==> config.mk <==
export PLATFORM = sky130hd
export DESIGN_NAME = sleep_ctrl
export DESIGN_NICKNAME = d
export VERILOG_FILES = /design/src/sleep_ctrl_pkg.sv /design/src/sleep_ctrl.sv
export SDC_FILE = /design/constraint.sdc
export NUM_CORES = 1
export LEC_CHECK = 0
export BUFFER_PORTS_ARGS = -buffer_cell sky130_fd_sc_hd__buf_2
export CAP_MARGIN = 40
export CORE_MARGIN = 2
export CORE_UTILIZATION = 46
export CTS_BUF_LIST = sky130_fd_sc_hd__clkbuf_2
export CTS_CLUSTER_DIAMETER = 100
export DETAILED_ROUTE_END_ITERATION = 10
export PLACE_DENSITY = 0.88
export REMOVE_ABC_BUFFERS = 1
export SYNTH_ARGS = -nofsm -noshare
export SYNTH_HDL_FRONTEND = slang
export SYNTH_SLANG_ARGS = --single-unit
export TNS_END_PERCENT = 100
==> constraint.sdc <==
create_clock -name i_clk_sys -period 1.5 [get_ports i_clk_sys]
set_input_delay 0.3 -clock i_clk_sys [delete_from_list [all_inputs] [get_ports i_clk_sys]]
set_output_delay 0.3 -clock i_clk_sys [all_outputs]
set_load 0.1 [all_outputs]
==> src/sleep_ctrl_pkg.sv <==
package sleep_ctrl_pkg;
    // register offsets (i/o address space)
    localparam logic [7:0] CORE_CTRL_ADDR = 8'h35;
    localparam logic [7:0] CLK_STOP_ADDR  = 8'h20;
    // core control register fields
    localparam int         ARM_BIT        = 5;
    localparam int         MODE_LSB       = 3;
    localparam logic [7:0] CORE_CTRL_MASK = 8'h7b; // bits 7 and 2 read zero
    localparam logic [7:0] CORE_CTRL_RST  = 8'h00;
    // peripheral clock stop fields
    localparam int         STOP_TIM1      = 3;
    localparam int         STOP_TIM0      = 2;
    localparam int         STOP_USI       = 1;
    localparam int         STOP_CONV      = 0;
    localparam logic [7:0] CLK_STOP_MASK  = 8'h0f; // upper four bits read zero
    localparam logic [7:0] CLK_STOP_RST   = 8'h00;
    // sleep mode codes
    localparam logic [1:0] MODE_IDLE      = 2'h0;
    localparam logic [1:0] MODE_NOISE     = 2'h1;
    localparam logic [1:0] MODE_PDOWN     = 2'h2;
    localparam logic [1:0] MODE_STBY      = 2'h3;
    // wake timing in clock cycles
    localparam logic [3:0] IRQ_HOLD_CYC   = 4'h4;
    localparam logic [3:0] STBY_WAKE_CYC  = 4'h6;
    // wake source vector bit positions
    localparam int         WK_EXT0        = 0;
    localparam int         WK_EXT1        = 1;
    localparam int         WK_PCINT       = 2;
    localparam int         WK_SPM         = 3;
    localparam int         WK_CONV        = 4;
    localparam int         WK_USI         = 5;
    localparam int         WK_OTHER       = 6;
    localparam int         WK_WDT         = 7;
    localparam int         WK_WIDTH       = 8;

    typedef enum logic [2:0] {
        ST_RUN    = 3'b000,
        ST_SLEEP  = 3'b001,
        ST_OSC    = 3'b010,
        ST_HOLD   = 3'b011,
        ST_RESUME = 3'b100
    } pm_state_e;
endpackage : sleep_ctrl_pkg

==> src/sleep_ctrl.sv <==
// Added by the designer: the address map and the plain strobed port.
`timescale 1ns/10ps

// wake sequencer states
// run: core clocks on, sleep instruction sampled
// sleep: domains gated per the latched mode
// osc: main source restarts, counted in cycles
// hold: core held after the source is stable
// resume: one cycle to release the core
// back to run once resume has passed
//
// mode latch
// the mode is captured when sleep is taken
// later writes to the control register
// do not disturb a sleep already in progress
// standby without a crystal option drops
// to power-down so the source is not kept
//
// entry timing
// edge n: sleep instruction and arm bit seen
// edge n+1: state enters sleep
// edge n+1: conversion start pulse launched
// edge n+2: clock gate outputs go low
// edge n+2: sleeping and core hold rise
// an unarmed instruction leaves state in run
// an instruction while asleep is ignored
//
// wake timing
// the wake source is sampled while in sleep
// osc state lasts one cycle, or the
// oscillator start count after power-down
// hold lasts the interrupt hold count
// standby sets hold to its wake count less two
// the handler pulse follows the hold state
// sleeping falls in the same output cycle
//
// wake filtering
// idle accepts any enabled pending source
// noise mode adds self-program and converter
// sources to the deep-mode set
// deep modes accept pin change, serial start,
// watchdog and level-configured pin requests
// an edge-configured pin request is dropped
// the partner must hold a level request
// until the handler pulse is seen
//
// reset during sleep
// a reset source while asleep forces run
// the counter and pending handler are cleared
// the vector reset pulse tells the core to
// restart from the reset vector
// a reset source while awake is not flagged
// here; the core sees it directly
//
// clock gates
// outputs are high while a domain runs
// core and program memory share one enable
// the fast peripheral clock follows io
// the converter clock runs in idle and noise
// the phase lock clock runs in idle and noise
// only when it is the system clock
// the main source stops in power-down only
// during osc and hold only the core stays
// gated, so the source can settle first
//
// peripheral stops
// stop bits gate clocks only while io runs
// in deeper modes the io gate already stops
// access enables follow the stop bits always
// so a stopped peripheral cannot be touched
// a cleared stop bit restores the clock and
// the peripheral carries on where it left
// nothing here resets a stopped peripheral
//
// converter
// a conversion start is pulsed on entry to
// idle or noise mode when converter is on
// the extended flag rises with the enable
// and is cleared by the next start pulse
// a rise and a start in one cycle keep
// the flag set, so the set wins
//
// comparator and reference
// the comparator is cut in the deep modes
// unless it is fed from the reference
// the reference follows the comparator
// and is not gated by sleep
//
// register port
// writes take effect on the strobe edge
// reads return data one cycle later
// reserved bits are masked on write and read
// unmapped addresses read zero
// read data is zero when no read is pending
//
// state retention
// no register outside this block is touched
// by sleep entry or wake
// the working registers and static memory
// keep their contents because only clocks
// are gated, never a reset
//
// hazards
// gate outputs are registered so enables
// change only on clock edges, glitch free
// an illegal state code returns to run
// the counter is four bits; counts above
// fifteen do not fit
// oscillator start count must be one or more
// a count of zero is treated as one
//
// status
// sleeping mirrors core hold for status use
// both fall in the cycle of the handler pulse
//
// limits
// the block has a single clock and the
// outputs are meant for clock gate cells
// it does not model the gated clocks
// themselves or any analog behaviour
module sleep_ctrl #(
    parameter logic [3:0] OSC_START_CYC = 4'h2
) (
    input  wire logic                  i_clk_sys,
    input  wire logic                  i_resetn,
    // register port
    input  wire logic [7:0]            i_addr,
    input  wire logic [7:0]            i_wdata,
    input  wire logic                  i_wr,
    input  wire logic                  i_rd,
    output logic      [7:0]            o_rdata,
    // core side
    input  wire logic                  i_sleep_instr,
    input  wire logic                  i_wake_reset,
    input  wire logic [7:0]            i_wake_irq,
    input  wire logic                  i_ext0_level,
    input  wire logic                  i_ext1_level,
    input  wire logic                  i_pll_is_sys,
    input  wire logic                  i_crystal_sel,
    input  wire logic                  i_conv_enabled,
    input  wire logic                  i_comp_enabled,
    input  wire logic                  i_comp_uses_ref,
    output logic                       o_core_hold,
    output logic                       o_irq_go,
    output logic                       o_vector_reset,
    output logic                       o_sleeping,
    // clock gates, high = domain runs
    output logic                       o_core_clock_domain_en,
    output logic                       o_program_memory_clock_domain_en,
    output logic                       o_io_clock_domain_en,
    output logic                       o_converter_clock_domain_en,
    output logic                       o_fast_peripheral_clock_domain_en,
    output logic                       o_phase_lock_clock_domain_en,
    output logic                       o_main_osc_en,
    output logic [3:0]                 o_periph_clk_en,
    output logic [3:0]                 o_periph_access_en,
    output logic                       o_conv_start,
    output logic                       o_conv_extended,
    output logic                       o_comp_enable,
    output logic                       o_vref_enable
);
    sleep_ctrl_pkg::pm_state_e state_reg, state_next;
    logic [7:0] core_ctrl_reg;
    logic [7:0] clk_stop_reg;
    logic [3:0] cnt_reg, cnt_next;
    logic [1:0] mode_reg;
    logic       irq_wake_reg;
    logic       conv_en_d_reg;
    logic       conv_ext_reg;
    logic [7:0] rdata_next;

    // register decode
    wire        sel_core  = (i_addr == sleep_ctrl_pkg::CORE_CTRL_ADDR);
    wire        sel_stop  = (i_addr == sleep_ctrl_pkg::CLK_STOP_ADDR);
    wire        arm       = core_ctrl_reg[sleep_ctrl_pkg::ARM_BIT];
    wire [1:0]  mode_sel  = core_ctrl_reg[sleep_ctrl_pkg::MODE_LSB +: 2];
    wire        go_sleep  = i_sleep_instr && arm && (state_reg == sleep_ctrl_pkg::ST_RUN);

    // standby only when a crystal option is selected, else treat as power-down
    wire [1:0]  mode_eff  = (mode_sel == sleep_ctrl_pkg::MODE_STBY && !i_crystal_sel)
                            ? sleep_ctrl_pkg::MODE_PDOWN : mode_sel;

    // wake qualification per mode; deep modes take the external pins as level interrupts only
    wire        lvl0      = i_wake_irq[sleep_ctrl_pkg::WK_EXT0] && i_ext0_level;
    wire        lvl1      = i_wake_irq[sleep_ctrl_pkg::WK_EXT1] && i_ext1_level;
    wire        wake_deep = lvl0 || lvl1 || i_wake_irq[sleep_ctrl_pkg::WK_PCINT]
                            || i_wake_irq[sleep_ctrl_pkg::WK_USI]
                            || i_wake_irq[sleep_ctrl_pkg::WK_WDT];
    wire        wake_nois = wake_deep || i_wake_irq[sleep_ctrl_pkg::WK_SPM]
                            || i_wake_irq[sleep_ctrl_pkg::WK_CONV];
    wire        wake_idle = |i_wake_irq;
    wire        wake_irq  = (mode_reg == sleep_ctrl_pkg::MODE_IDLE)  ? wake_idle :
                            (mode_reg == sleep_ctrl_pkg::MODE_NOISE) ? wake_nois : wake_deep;

    // oscillator restart time depends on mode
    wire [3:0]  osc_cyc   = (mode_reg == sleep_ctrl_pkg::MODE_PDOWN) ? OSC_START_CYC
                            : 4'h1;

    // wake sequencer: sleep, oscillator start, interrupt hold
    always_comb begin
        state_next = state_reg;
        cnt_next   = cnt_reg;
        unique case (state_reg)
            sleep_ctrl_pkg::ST_RUN: begin
                if (go_sleep) begin
                    state_next = sleep_ctrl_pkg::ST_SLEEP;
                end
            end
            sleep_ctrl_pkg::ST_SLEEP: begin
                if (wake_irq) begin
                    state_next = sleep_ctrl_pkg::ST_OSC;
                    cnt_next   = osc_cyc;
                end
            end
            sleep_ctrl_pkg::ST_OSC: begin
                if (cnt_reg <= 4'h1) begin
                    state_next = sleep_ctrl_pkg::ST_HOLD;
                    cnt_next   = (mode_reg == sleep_ctrl_pkg::MODE_STBY)
                                 ? sleep_ctrl_pkg::STBY_WAKE_CYC - 4'h2
                                 : sleep_ctrl_pkg::IRQ_HOLD_CYC;
                end else begin
                    cnt_next = cnt_reg - 4'h1;
                end
            end
            sleep_ctrl_pkg::ST_HOLD: begin
                if (cnt_reg <= 4'h1) begin
                    state_next = sleep_ctrl_pkg::ST_RESUME;
                end else begin
                    cnt_next = cnt_reg - 4'h1;
                end
            end
            sleep_ctrl_pkg::ST_RESUME: begin
                state_next = sleep_ctrl_pkg::ST_RUN;
            end
            default: begin
                state_next = sleep_ctrl_pkg::ST_RUN;
            end
        endcase
    end

    // clock enables per state and mode
    wire        asleep    = (state_reg != sleep_ctrl_pkg::ST_RUN)
                            && (state_reg != sleep_ctrl_pkg::ST_RESUME);
    wire        in_sleep  = (state_reg == sleep_ctrl_pkg::ST_SLEEP);
    wire        m_idle    = (mode_reg == sleep_ctrl_pkg::MODE_IDLE);
    wire        m_noise   = (mode_reg == sleep_ctrl_pkg::MODE_NOISE);
    wire        m_stby    = (mode_reg == sleep_ctrl_pkg::MODE_STBY);
    wire        deep      = !m_idle && !m_noise;
    wire        core_en_n = !asleep;
    wire        io_en_n   = !in_sleep || m_idle;
    wire        conv_en_n = !in_sleep || m_idle || m_noise;
    wire        pll_en_n  = !in_sleep || ((m_idle || m_noise) && i_pll_is_sys);
    wire        osc_en_n  = !in_sleep || !deep || m_stby;
    // stop bits gate only while the io clock itself would run
    wire [3:0]  stop_bits = clk_stop_reg[3:0];
    wire [3:0]  pclk_n    = io_en_n ? ~stop_bits : 4'h0;
    wire        conv_strt = go_sleep && i_conv_enabled
                            && (mode_sel == sleep_ctrl_pkg::MODE_IDLE
                                || mode_sel == sleep_ctrl_pkg::MODE_NOISE);
    wire        comp_n    = i_comp_enabled && (!(in_sleep && deep) || i_comp_uses_ref);
    wire        vref_n    = i_comp_enabled && i_comp_uses_ref;

    // read data; masked register bits read zero, unmapped reads zero
    always_comb begin
        rdata_next = 8'h00;
        if (i_rd && sel_core) begin
            rdata_next = core_ctrl_reg & sleep_ctrl_pkg::CORE_CTRL_MASK;
        end else if (i_rd && sel_stop) begin
            rdata_next = clk_stop_reg & sleep_ctrl_pkg::CLK_STOP_MASK;
        end
    end

    // registers; a reset source while asleep returns to run and flags vector reset
    always_ff @(posedge i_clk_sys) begin
        if (!i_resetn) begin
            state_reg     <= sleep_ctrl_pkg::ST_RUN;
            core_ctrl_reg <= sleep_ctrl_pkg::CORE_CTRL_RST;
            clk_stop_reg  <= sleep_ctrl_pkg::CLK_STOP_RST;
            cnt_reg       <= 4'h0;
            mode_reg      <= sleep_ctrl_pkg::MODE_IDLE;
            conv_en_d_reg <= 1'b0;
            conv_ext_reg  <= 1'b0;
            irq_wake_reg  <= 1'b0;
        end else if (i_wake_reset && asleep) begin
            state_reg     <= sleep_ctrl_pkg::ST_RUN;
            cnt_reg       <= 4'h0;
            irq_wake_reg  <= 1'b0;
        end else begin
            state_reg     <= state_next;
            cnt_reg       <= cnt_next;
            irq_wake_reg  <= (state_reg == sleep_ctrl_pkg::ST_HOLD)
                             && (state_next == sleep_ctrl_pkg::ST_RESUME);
            if (go_sleep) begin
                mode_reg <= mode_eff;
            end
            if (i_wr && sel_core) begin
                core_ctrl_reg <= i_wdata & sleep_ctrl_pkg::CORE_CTRL_MASK;
            end
            if (i_wr && sel_stop) begin
                clk_stop_reg <= i_wdata & sleep_ctrl_pkg::CLK_STOP_MASK;
            end
            conv_en_d_reg <= i_conv_enabled;
            if (i_conv_enabled && !conv_en_d_reg) begin
                conv_ext_reg <= 1'b1;
            end else if (o_conv_start) begin
                conv_ext_reg <= 1'b0;
            end
        end
    end

    // output flops
    always_ff @(posedge i_clk_sys) begin
        if (!i_resetn) begin
            o_rdata                           <= 8'h00;
            o_core_hold                       <= 1'b0;
            o_irq_go                          <= 1'b0;
            o_vector_reset                    <= 1'b0;
            o_sleeping                        <= 1'b0;
            o_core_clock_domain_en            <= 1'b1;
            o_program_memory_clock_domain_en  <= 1'b1;
            o_io_clock_domain_en              <= 1'b1;
            o_converter_clock_domain_en       <= 1'b1;
            o_fast_peripheral_clock_domain_en <= 1'b1;
            o_phase_lock_clock_domain_en      <= 1'b1;
            o_main_osc_en                     <= 1'b1;
            o_periph_clk_en                   <= 4'hf;
            o_periph_access_en                <= 4'hf;
            o_conv_start                      <= 1'b0;
            o_conv_extended                   <= 1'b0;
            o_comp_enable                     <= 1'b0;
            o_vref_enable                     <= 1'b0;
        end else begin
            o_rdata                           <= rdata_next;
            // core halted but state kept; nothing is cleared on wake
            o_core_hold                       <= asleep;
            o_irq_go                          <= irq_wake_reg;
            o_vector_reset                    <= i_wake_reset && asleep;
            o_sleeping                        <= asleep;
            o_core_clock_domain_en            <= core_en_n;
            o_program_memory_clock_domain_en  <= core_en_n;
            o_io_clock_domain_en              <= io_en_n;
            o_converter_clock_domain_en       <= conv_en_n;
            o_fast_peripheral_clock_domain_en <= io_en_n;
            o_phase_lock_clock_domain_en      <= pll_en_n;
            o_main_osc_en                     <= osc_en_n;
            o_periph_clk_en                   <= pclk_n;
            o_periph_access_en                <= ~stop_bits;
            o_conv_start                      <= conv_strt;
            o_conv_extended                   <= conv_ext_reg;
            o_comp_enable                     <= comp_n;
            o_vref_enable                     <= vref_n;
        end
    end
endmodule : sleep_ctrl

==> run metrics, run 1 <==
unrepaired setup endpoints after global routing true; post-route ant nets 0; Max Root-Sink Buffers 2; status finished, violations left; P&R area growth vs syn 42.7%; WS Path Type register to register; vias in the first global route about 1600; Mean Syn Cell Area about 9.7 µm²; share of the synthesized area in the top cell type between 50% and 60%; hold depth 3; vias 1722; WL/cell about 13 µm; FF-to-FF Start cnt_reg[1]; clk_lat worst skew around 420 ps; 1st-iter DRT viols between 90 and 100; dominant cell type by area after synthesis dfxtp_1; Die Wd a little under 70 µm; drt drc 0; Vert. Die Dim 67.9 µm; Post-DP Area approximately 0.0024 mm²; synthesized cell area 0.00188 mm²; r2r setup slk -40 ps; EDFF count, synth 0; prevailing post-synth register cell dfxtp_1; CTS tree built; gpl congestion approximately 0.86; total CTS buffers 5; Site Rows 23; Critical Path AT around 1900 ps; sequential area share after synthesis between 50% and 60%; Worst R2R End cnt_reg[3]; r2r worst-path depth 5; Hold Path Class input pin to register; GRT Util Overall 19.8%; Power Density ~730 mW/mm²; CP Launch Point cnt_reg[1]; Pre-antenna DRT Iters 4; Async SR Flop Fraction 0%; Final setup violation count 2; Max Clock Skew 6.21 ps; violated checks setup timing; die area around 0.0046 mm²; initial core utilization 47.3%; layout cells sized above 1 ~46%; Max Clock Freq 0.651 GHz; Peak VDD IR roughly 480 µV; Period minus WS final around 1500 ps; post-route insts no fill 333; max reg flops 7; total placed cells including tap cells 321; Hold Path End o_vref_enable; hold_ws 81.7 ps; Worst Slack Setup Final -36.5 ps; pin count of the biggest net entering global routing 14; Hold Buf Count CTS 0; I/O pins approximately 70; Final Max Tran Viols 0; Cells after Synth a little under 200; crit start category register; nets@finish between 300 and 400; HP Start i_comp_uses_ref; Post-DP HPWL about 3200 µm; Tcrit/Tclk final 102%; final setup TNS -55.0 ps; CP max FO 5; first-pass GRT wire length roughly 6700 µm; CP Capture Type register; Routed WL around 4500 µm; Tot Pwr about 1.9 mW; Max Cap Viol 0; Filler cells about 300; Clk pin slew, worst setup/hold paths roughly 210 ps; clock sink total 49; Root Buffer Master clkbuf_2; Yosys Warn Count 0; GR Overflow Total 0; post-route design area roughly 0.0027 mm²; Vias per Instance around 5.2; Synth area leaders dfxtp_1, nor2_1, mux2i_1; register bit total from synthesis 49; PortBufs 65; post-synth cell types 45; endpoints failing hold 0; Leak approximately 1.1 nW; ANT cells 0; Setup WS pre-CTS -186 ps; WP data required ~1900 ps; initial antenna violation count 0; core area between 0.003 and 0.004 mm²; H-tree depth 2; Util after Layout ~68%
-- power by group --
part,leakage [nW],internal (mW),switching [mW]
clock network,0.0247,0.0949,0.383
registers,0.400,1.31,0.00292
logic,0.700,0.0608,0.100
total,1.13,1.46,0.486
-- worst max-delay path by stage --
stage                                   endpoint  slack (ps)
after global routing                  cnt_reg[2]         -60
after CTS                             cnt_reg[3]         -40
after detailed placement              cnt_reg[3]        -190
after global placement                o_rdata[1]        -140
final                                 cnt_reg[3]         -40
after floorplan           o_core_clock_domain_en        -350
-- worst max-delay path, cell delays in order (launching register included) --
cell and delay [ps]:
dfxtp_2 400, inv_4 60, ha_4 170, o211a_4 270, or4_1 460, o21ai_1 130
-- layout by cell type (no fill, tap or decap), drive strengths merged, types with 2 or more instances in the layout --
| cell | n |
|---|---|
| o21ai | 11 |
| nor4 | 4 |
| or4 | 2 |
| nand2b | 4 |
| inv | 9 |
| nor2 | 24 |
| and2 | 7 |
| a21oi | 10 |
| ha | 2 |
| nand3 | 2 |
| clkbuf | 8 |
| o31ai | 2 |
| buf | 89 |
| nor3 | 6 |
| nand2 | 22 |
| mux2i | 8 |
| dfxtp | 49 |
| o2111ai | 3 |
-- cells by family after synthesis --
family / count (synthesis) / synth area share, %
XOR/XNOR: 1 / 0.466
other: 1 / 0.200
AND/OR/NAND/NOR: 80 / 24.0
multiplexers: 8 / 4.26
adder cells (fa/ha/maj): 2 / 1.33
AO/OA/AOI/OAI: 35 / 13.4
flip-flops: 49 / 52.2
buffers and inverters: 17 / 4.19
-- layout make-up --
class	count	area [µm²]	share of cell area, %
repair buffers	92	614	22.9
multi-input cells	127	943	35.2
flip-flops and latches	49	996	37.1
well taps	50	62.6	2.33
clock inverters	1	5.00	0.187
inverters	9	36.3	1.35
clock buffers	5	25.0	0.933
-- metal layers --
| layer | wire, µm | part of all wire, % | GRT usage [%] | up-vias |
|---|---|---|---|---|
| met5 | 0 | 0 | 0 | - |
| met4 | 123 | 2.8 | 9.25 | 0 |
| met3 | 246 | 5.5 | 5.10 | 11 |
| met2 | 2300 | 52 | 35.5 | 66 |
| met1 | 1790 | 40 | 21.7 | 802 |
| li1 | - | - | - | 843 |
-- synth_stat cells, drive strengths merged, types with 2 or more instances --
cell type  count
dfxtp         49
or4            2
o31ai          2
buf            4
nor4           4
nand3          2
mux2i          8
a21oi         10
ha             2
and2           7
nor3           6
nor2          24
o2111ai        3
nand2         22
inv            9
clkbuf         4
nand2b         4
o21ai         11
-- repair_timing --
item	4_1_cts	5_1_grt
buffers inserted	3	3
endpoints found under the setup margin	42	18
gates cloned	0	0
pin swaps	5	12
endpoints found under the hold margin	0	0
gates resized for setup	53	15
Power figures use the tool's default switching activity.
==> run 2, diff against run 1 <==
--- a/config.mk
+++ b/config.mk
@@ -12,7 +12,7 @@
 export CTS_BUF_LIST = sky130_fd_sc_hd__clkbuf_2
 export CTS_CLUSTER_DIAMETER = 100
 export DETAILED_ROUTE_END_ITERATION = 10
-export PLACE_DENSITY = 0.88
+export PLACE_DENSITY = 0.78
 export REMOVE_ABC_BUFFERS = 1
 export SYNTH_ARGS = -nofsm -noshare
 export SYNTH_HDL_FRONTEND = slang
==> run 2 against run 1 <==
Compared with the run above: the run still ends with setup timing left; final cell count grew 0.60%; utilization grew 2.0 points; register-to-register slack lost 30 ps; design area grew 2.9%; clock-buffer cell count is the same; worst hold slack lost 24 ps; largest cell class unchanged; power grew 22%; worst setup slack lost 35 ps; clock skew grew 7.6 ps; via count shrank 0.87%; routed wire length grew 1.9%; sequential share of layout area shrank 1.2 points.
==> run metrics, run 2 (synthesis results as in run 1) <==
clock sink total 49 (unchanged); H-tree depth 2 (unchanged); Hold Buf Count CTS 0 (unchanged); crit start category register; max reg flops 7 (unchanged); 1st-iter DRT viols 104 (+13%); Post-DP HPWL 3090 µm (-3.9%); vias 1707 (-0.87%); gpl congestion 0.876 (+2.4%); ANT cells 0 (unchanged); first-pass GRT wire length 7100 µm (+6.4%); WL/cell 13.6 µm (+1.3%); Root Buffer Master clkbuf_2; CTS tree built; endpoints failing hold 0 (unchanged); unrepaired setup endpoints after global routing true; Final setup violation count 2 (unchanged); Max Root-Sink Buffers 2 (unchanged); internal power 1.83 mW (+25%); nets@finish 323 (unchanged); Peak VDD IR 378 µV (-21%); post-route ant nets 0 (unchanged); CP max FO 5 (unchanged); Clk pwr share 37.7% (+13 points); die area 0.00461 mm² (unchanged); Routed WL 4540 µm (+1.9%); area of the multi-input gates 953 µm² (+1.1%); initial antenna violation count 0 (unchanged); Setup WS pre-CTS -187 ps (-0.883 ps); WP data required 1900 ps (+20 ps); PortBufs 65 (unchanged); vias in the first global route 1601 (+3.2%); Vert. Die Dim 67.9 µm (unchanged); Die Wd 67.9 µm (unchanged); Worst Slack Setup Final -71.1 ps (-34.6 ps); Period minus WS final 1570 ps (+34.6 ps); Max Cap Viol 0 (unchanged); drt drc 0 (unchanged); I/O pins 68 (unchanged); GRT Util Overall 20.7% (+0.88 points); final setup TNS -121 ps (-65.8 ps); status finished, violations left; layout cells sized above 1 47.0% (+0.73 points); Vias per Instance 5.10 (-1.5%); total CTS buffers 5 (unchanged); commonest non-fill, non-tap cell in the layout buf_4; initial core utilization 47.3% (unchanged); GR Overflow Total 0 (unchanged); Pre-antenna DRT Iters 4 (unchanged); Leak 1.18 nW (+5.3%); Site Rows 23 (unchanged); pin count of the biggest net entering global routing 17 (+3); P&R area growth vs syn 46.9%; core area 0.00397 mm² (unchanged); Hold Path Class input pin to register; clk_lat worst skew 440 ps (+20 ps); CP Capture Type register; Max Clock Freq 0.636 GHz (-2.2%); Power Density 859 mW/mm² (+18%); Util after Layout 69.5% (+2.0 points); combinational power share 6.9% (-1.4 points); sequential cell fraction of total power 55.4% (-12 points); sw power 0.545 mW (+12%); violated checks setup timing; Max Clock Skew 13.8 ps (+7.62 ps); Critical Path AT 1970 ps (+50 ps); Filler cells 301 (+2.0%); WS Path Type register to register; commonest non-fill, non-tap cells in the layout buf_4, dfxtp_1, buf_2, nand2_1, nor2_1; Final Max Tran Viols 0 (unchanged); Tcrit/Tclk final 105% (+2.3 points); Tot Pwr 2.37 mW (+22%); Sequential Area 993 µm² (-0.25%); Clk pin slew, worst setup/hold paths 250 ps (+40 ps); Sw Ratio 23.0% (-2.0 points)
## run 2: path summary, 6_finish.rpt
| check | depth (start not counted) | from | to | slack [ps] |
|---|---|---|---|---|
| worst min-delay path | 3 | i_wdata[5] | core_ctrl_reg[5] | 60 |
| worst min register to register | 1 | clk_stop_reg[3] | o_periph_access_en[3] | 460 |
| worst max register to register | 6 | cnt_reg[2] | cnt_reg[2] | -70 |
| worst max-delay path | 6 | cnt_reg[2] | cnt_reg[2] | -70 |
## run 2: per-layer routing
| layer | routed length (µm) | share of wire, % | GRT usage (%) | vias up |
|---|---|---|---|---|
| li1 | - | - | - | 845 |
| met1 | 1920 | 42 | 25.9 | 787 |
| met2 | 2240 | 49 | 34.4 | 68 |
| met3 | 295 | 6.5 | 5.26 | 7 |
| met4 | 87 | 1.9 | 7.25 | 0 |
| met5 | 0 | 0 | 0 | - |
## run 2: power by group through the flow
stage / combinational (mW) / sequential, mW / clock [mW]
4_1_cts: 0.161 / 1.32 / 0.907
3_5_place_dp: 0.156 / 1.34 / 0
6_report: 0.165 / 1.31 / 0.893
3_3_place_gp: 0.154 / 1.34 / 0
5_1_grt: 0.178 / 1.32 / 0.951
2_1_floorplan: 0.0440 / 1.37 / 0
## run 2: per-stage QoR
| stage | cell area (µm²) | hold slack [ps] | std cells |
|---|---|---|---|
| floorplan | 1830 | 384 | 185 |
| global placement | 2390 | 408 | 322 |
| detailed placement | 2390 | 412 | 322 |
| CTS | 2650 | 48.9 | 332 |
| global route | 2760 | 43.9 | 335 |
| finish | 2760 | 58.1 | 335 |
## run 2: area by class of cell
class / count / area share [%]
Multi-Input combinational cell: 127 / 34.5
Tap cell: 50 / 2.27
Timing Repair Buffer: 92 / 22.5
Clock buffer: 5 / 0.906
Sequential cell: 49 / 36.0
Inverter: 9 / 1.31
Clock inverter: 3 / 2.49
## run 2: critical path: stages (launching register included)
cell,delay [ps]
dfxtp_1,450
nor2_4,200
o211a_4,230
buf_6,90
nor2_1,40
or3_4,390
a21oi_2,130
## run 2: timing repair
item	CTS	global route
endpoints found under the setup margin	44	16
gates resized for setup	47	26
buffers inserted	2	3
pin swaps	7	14
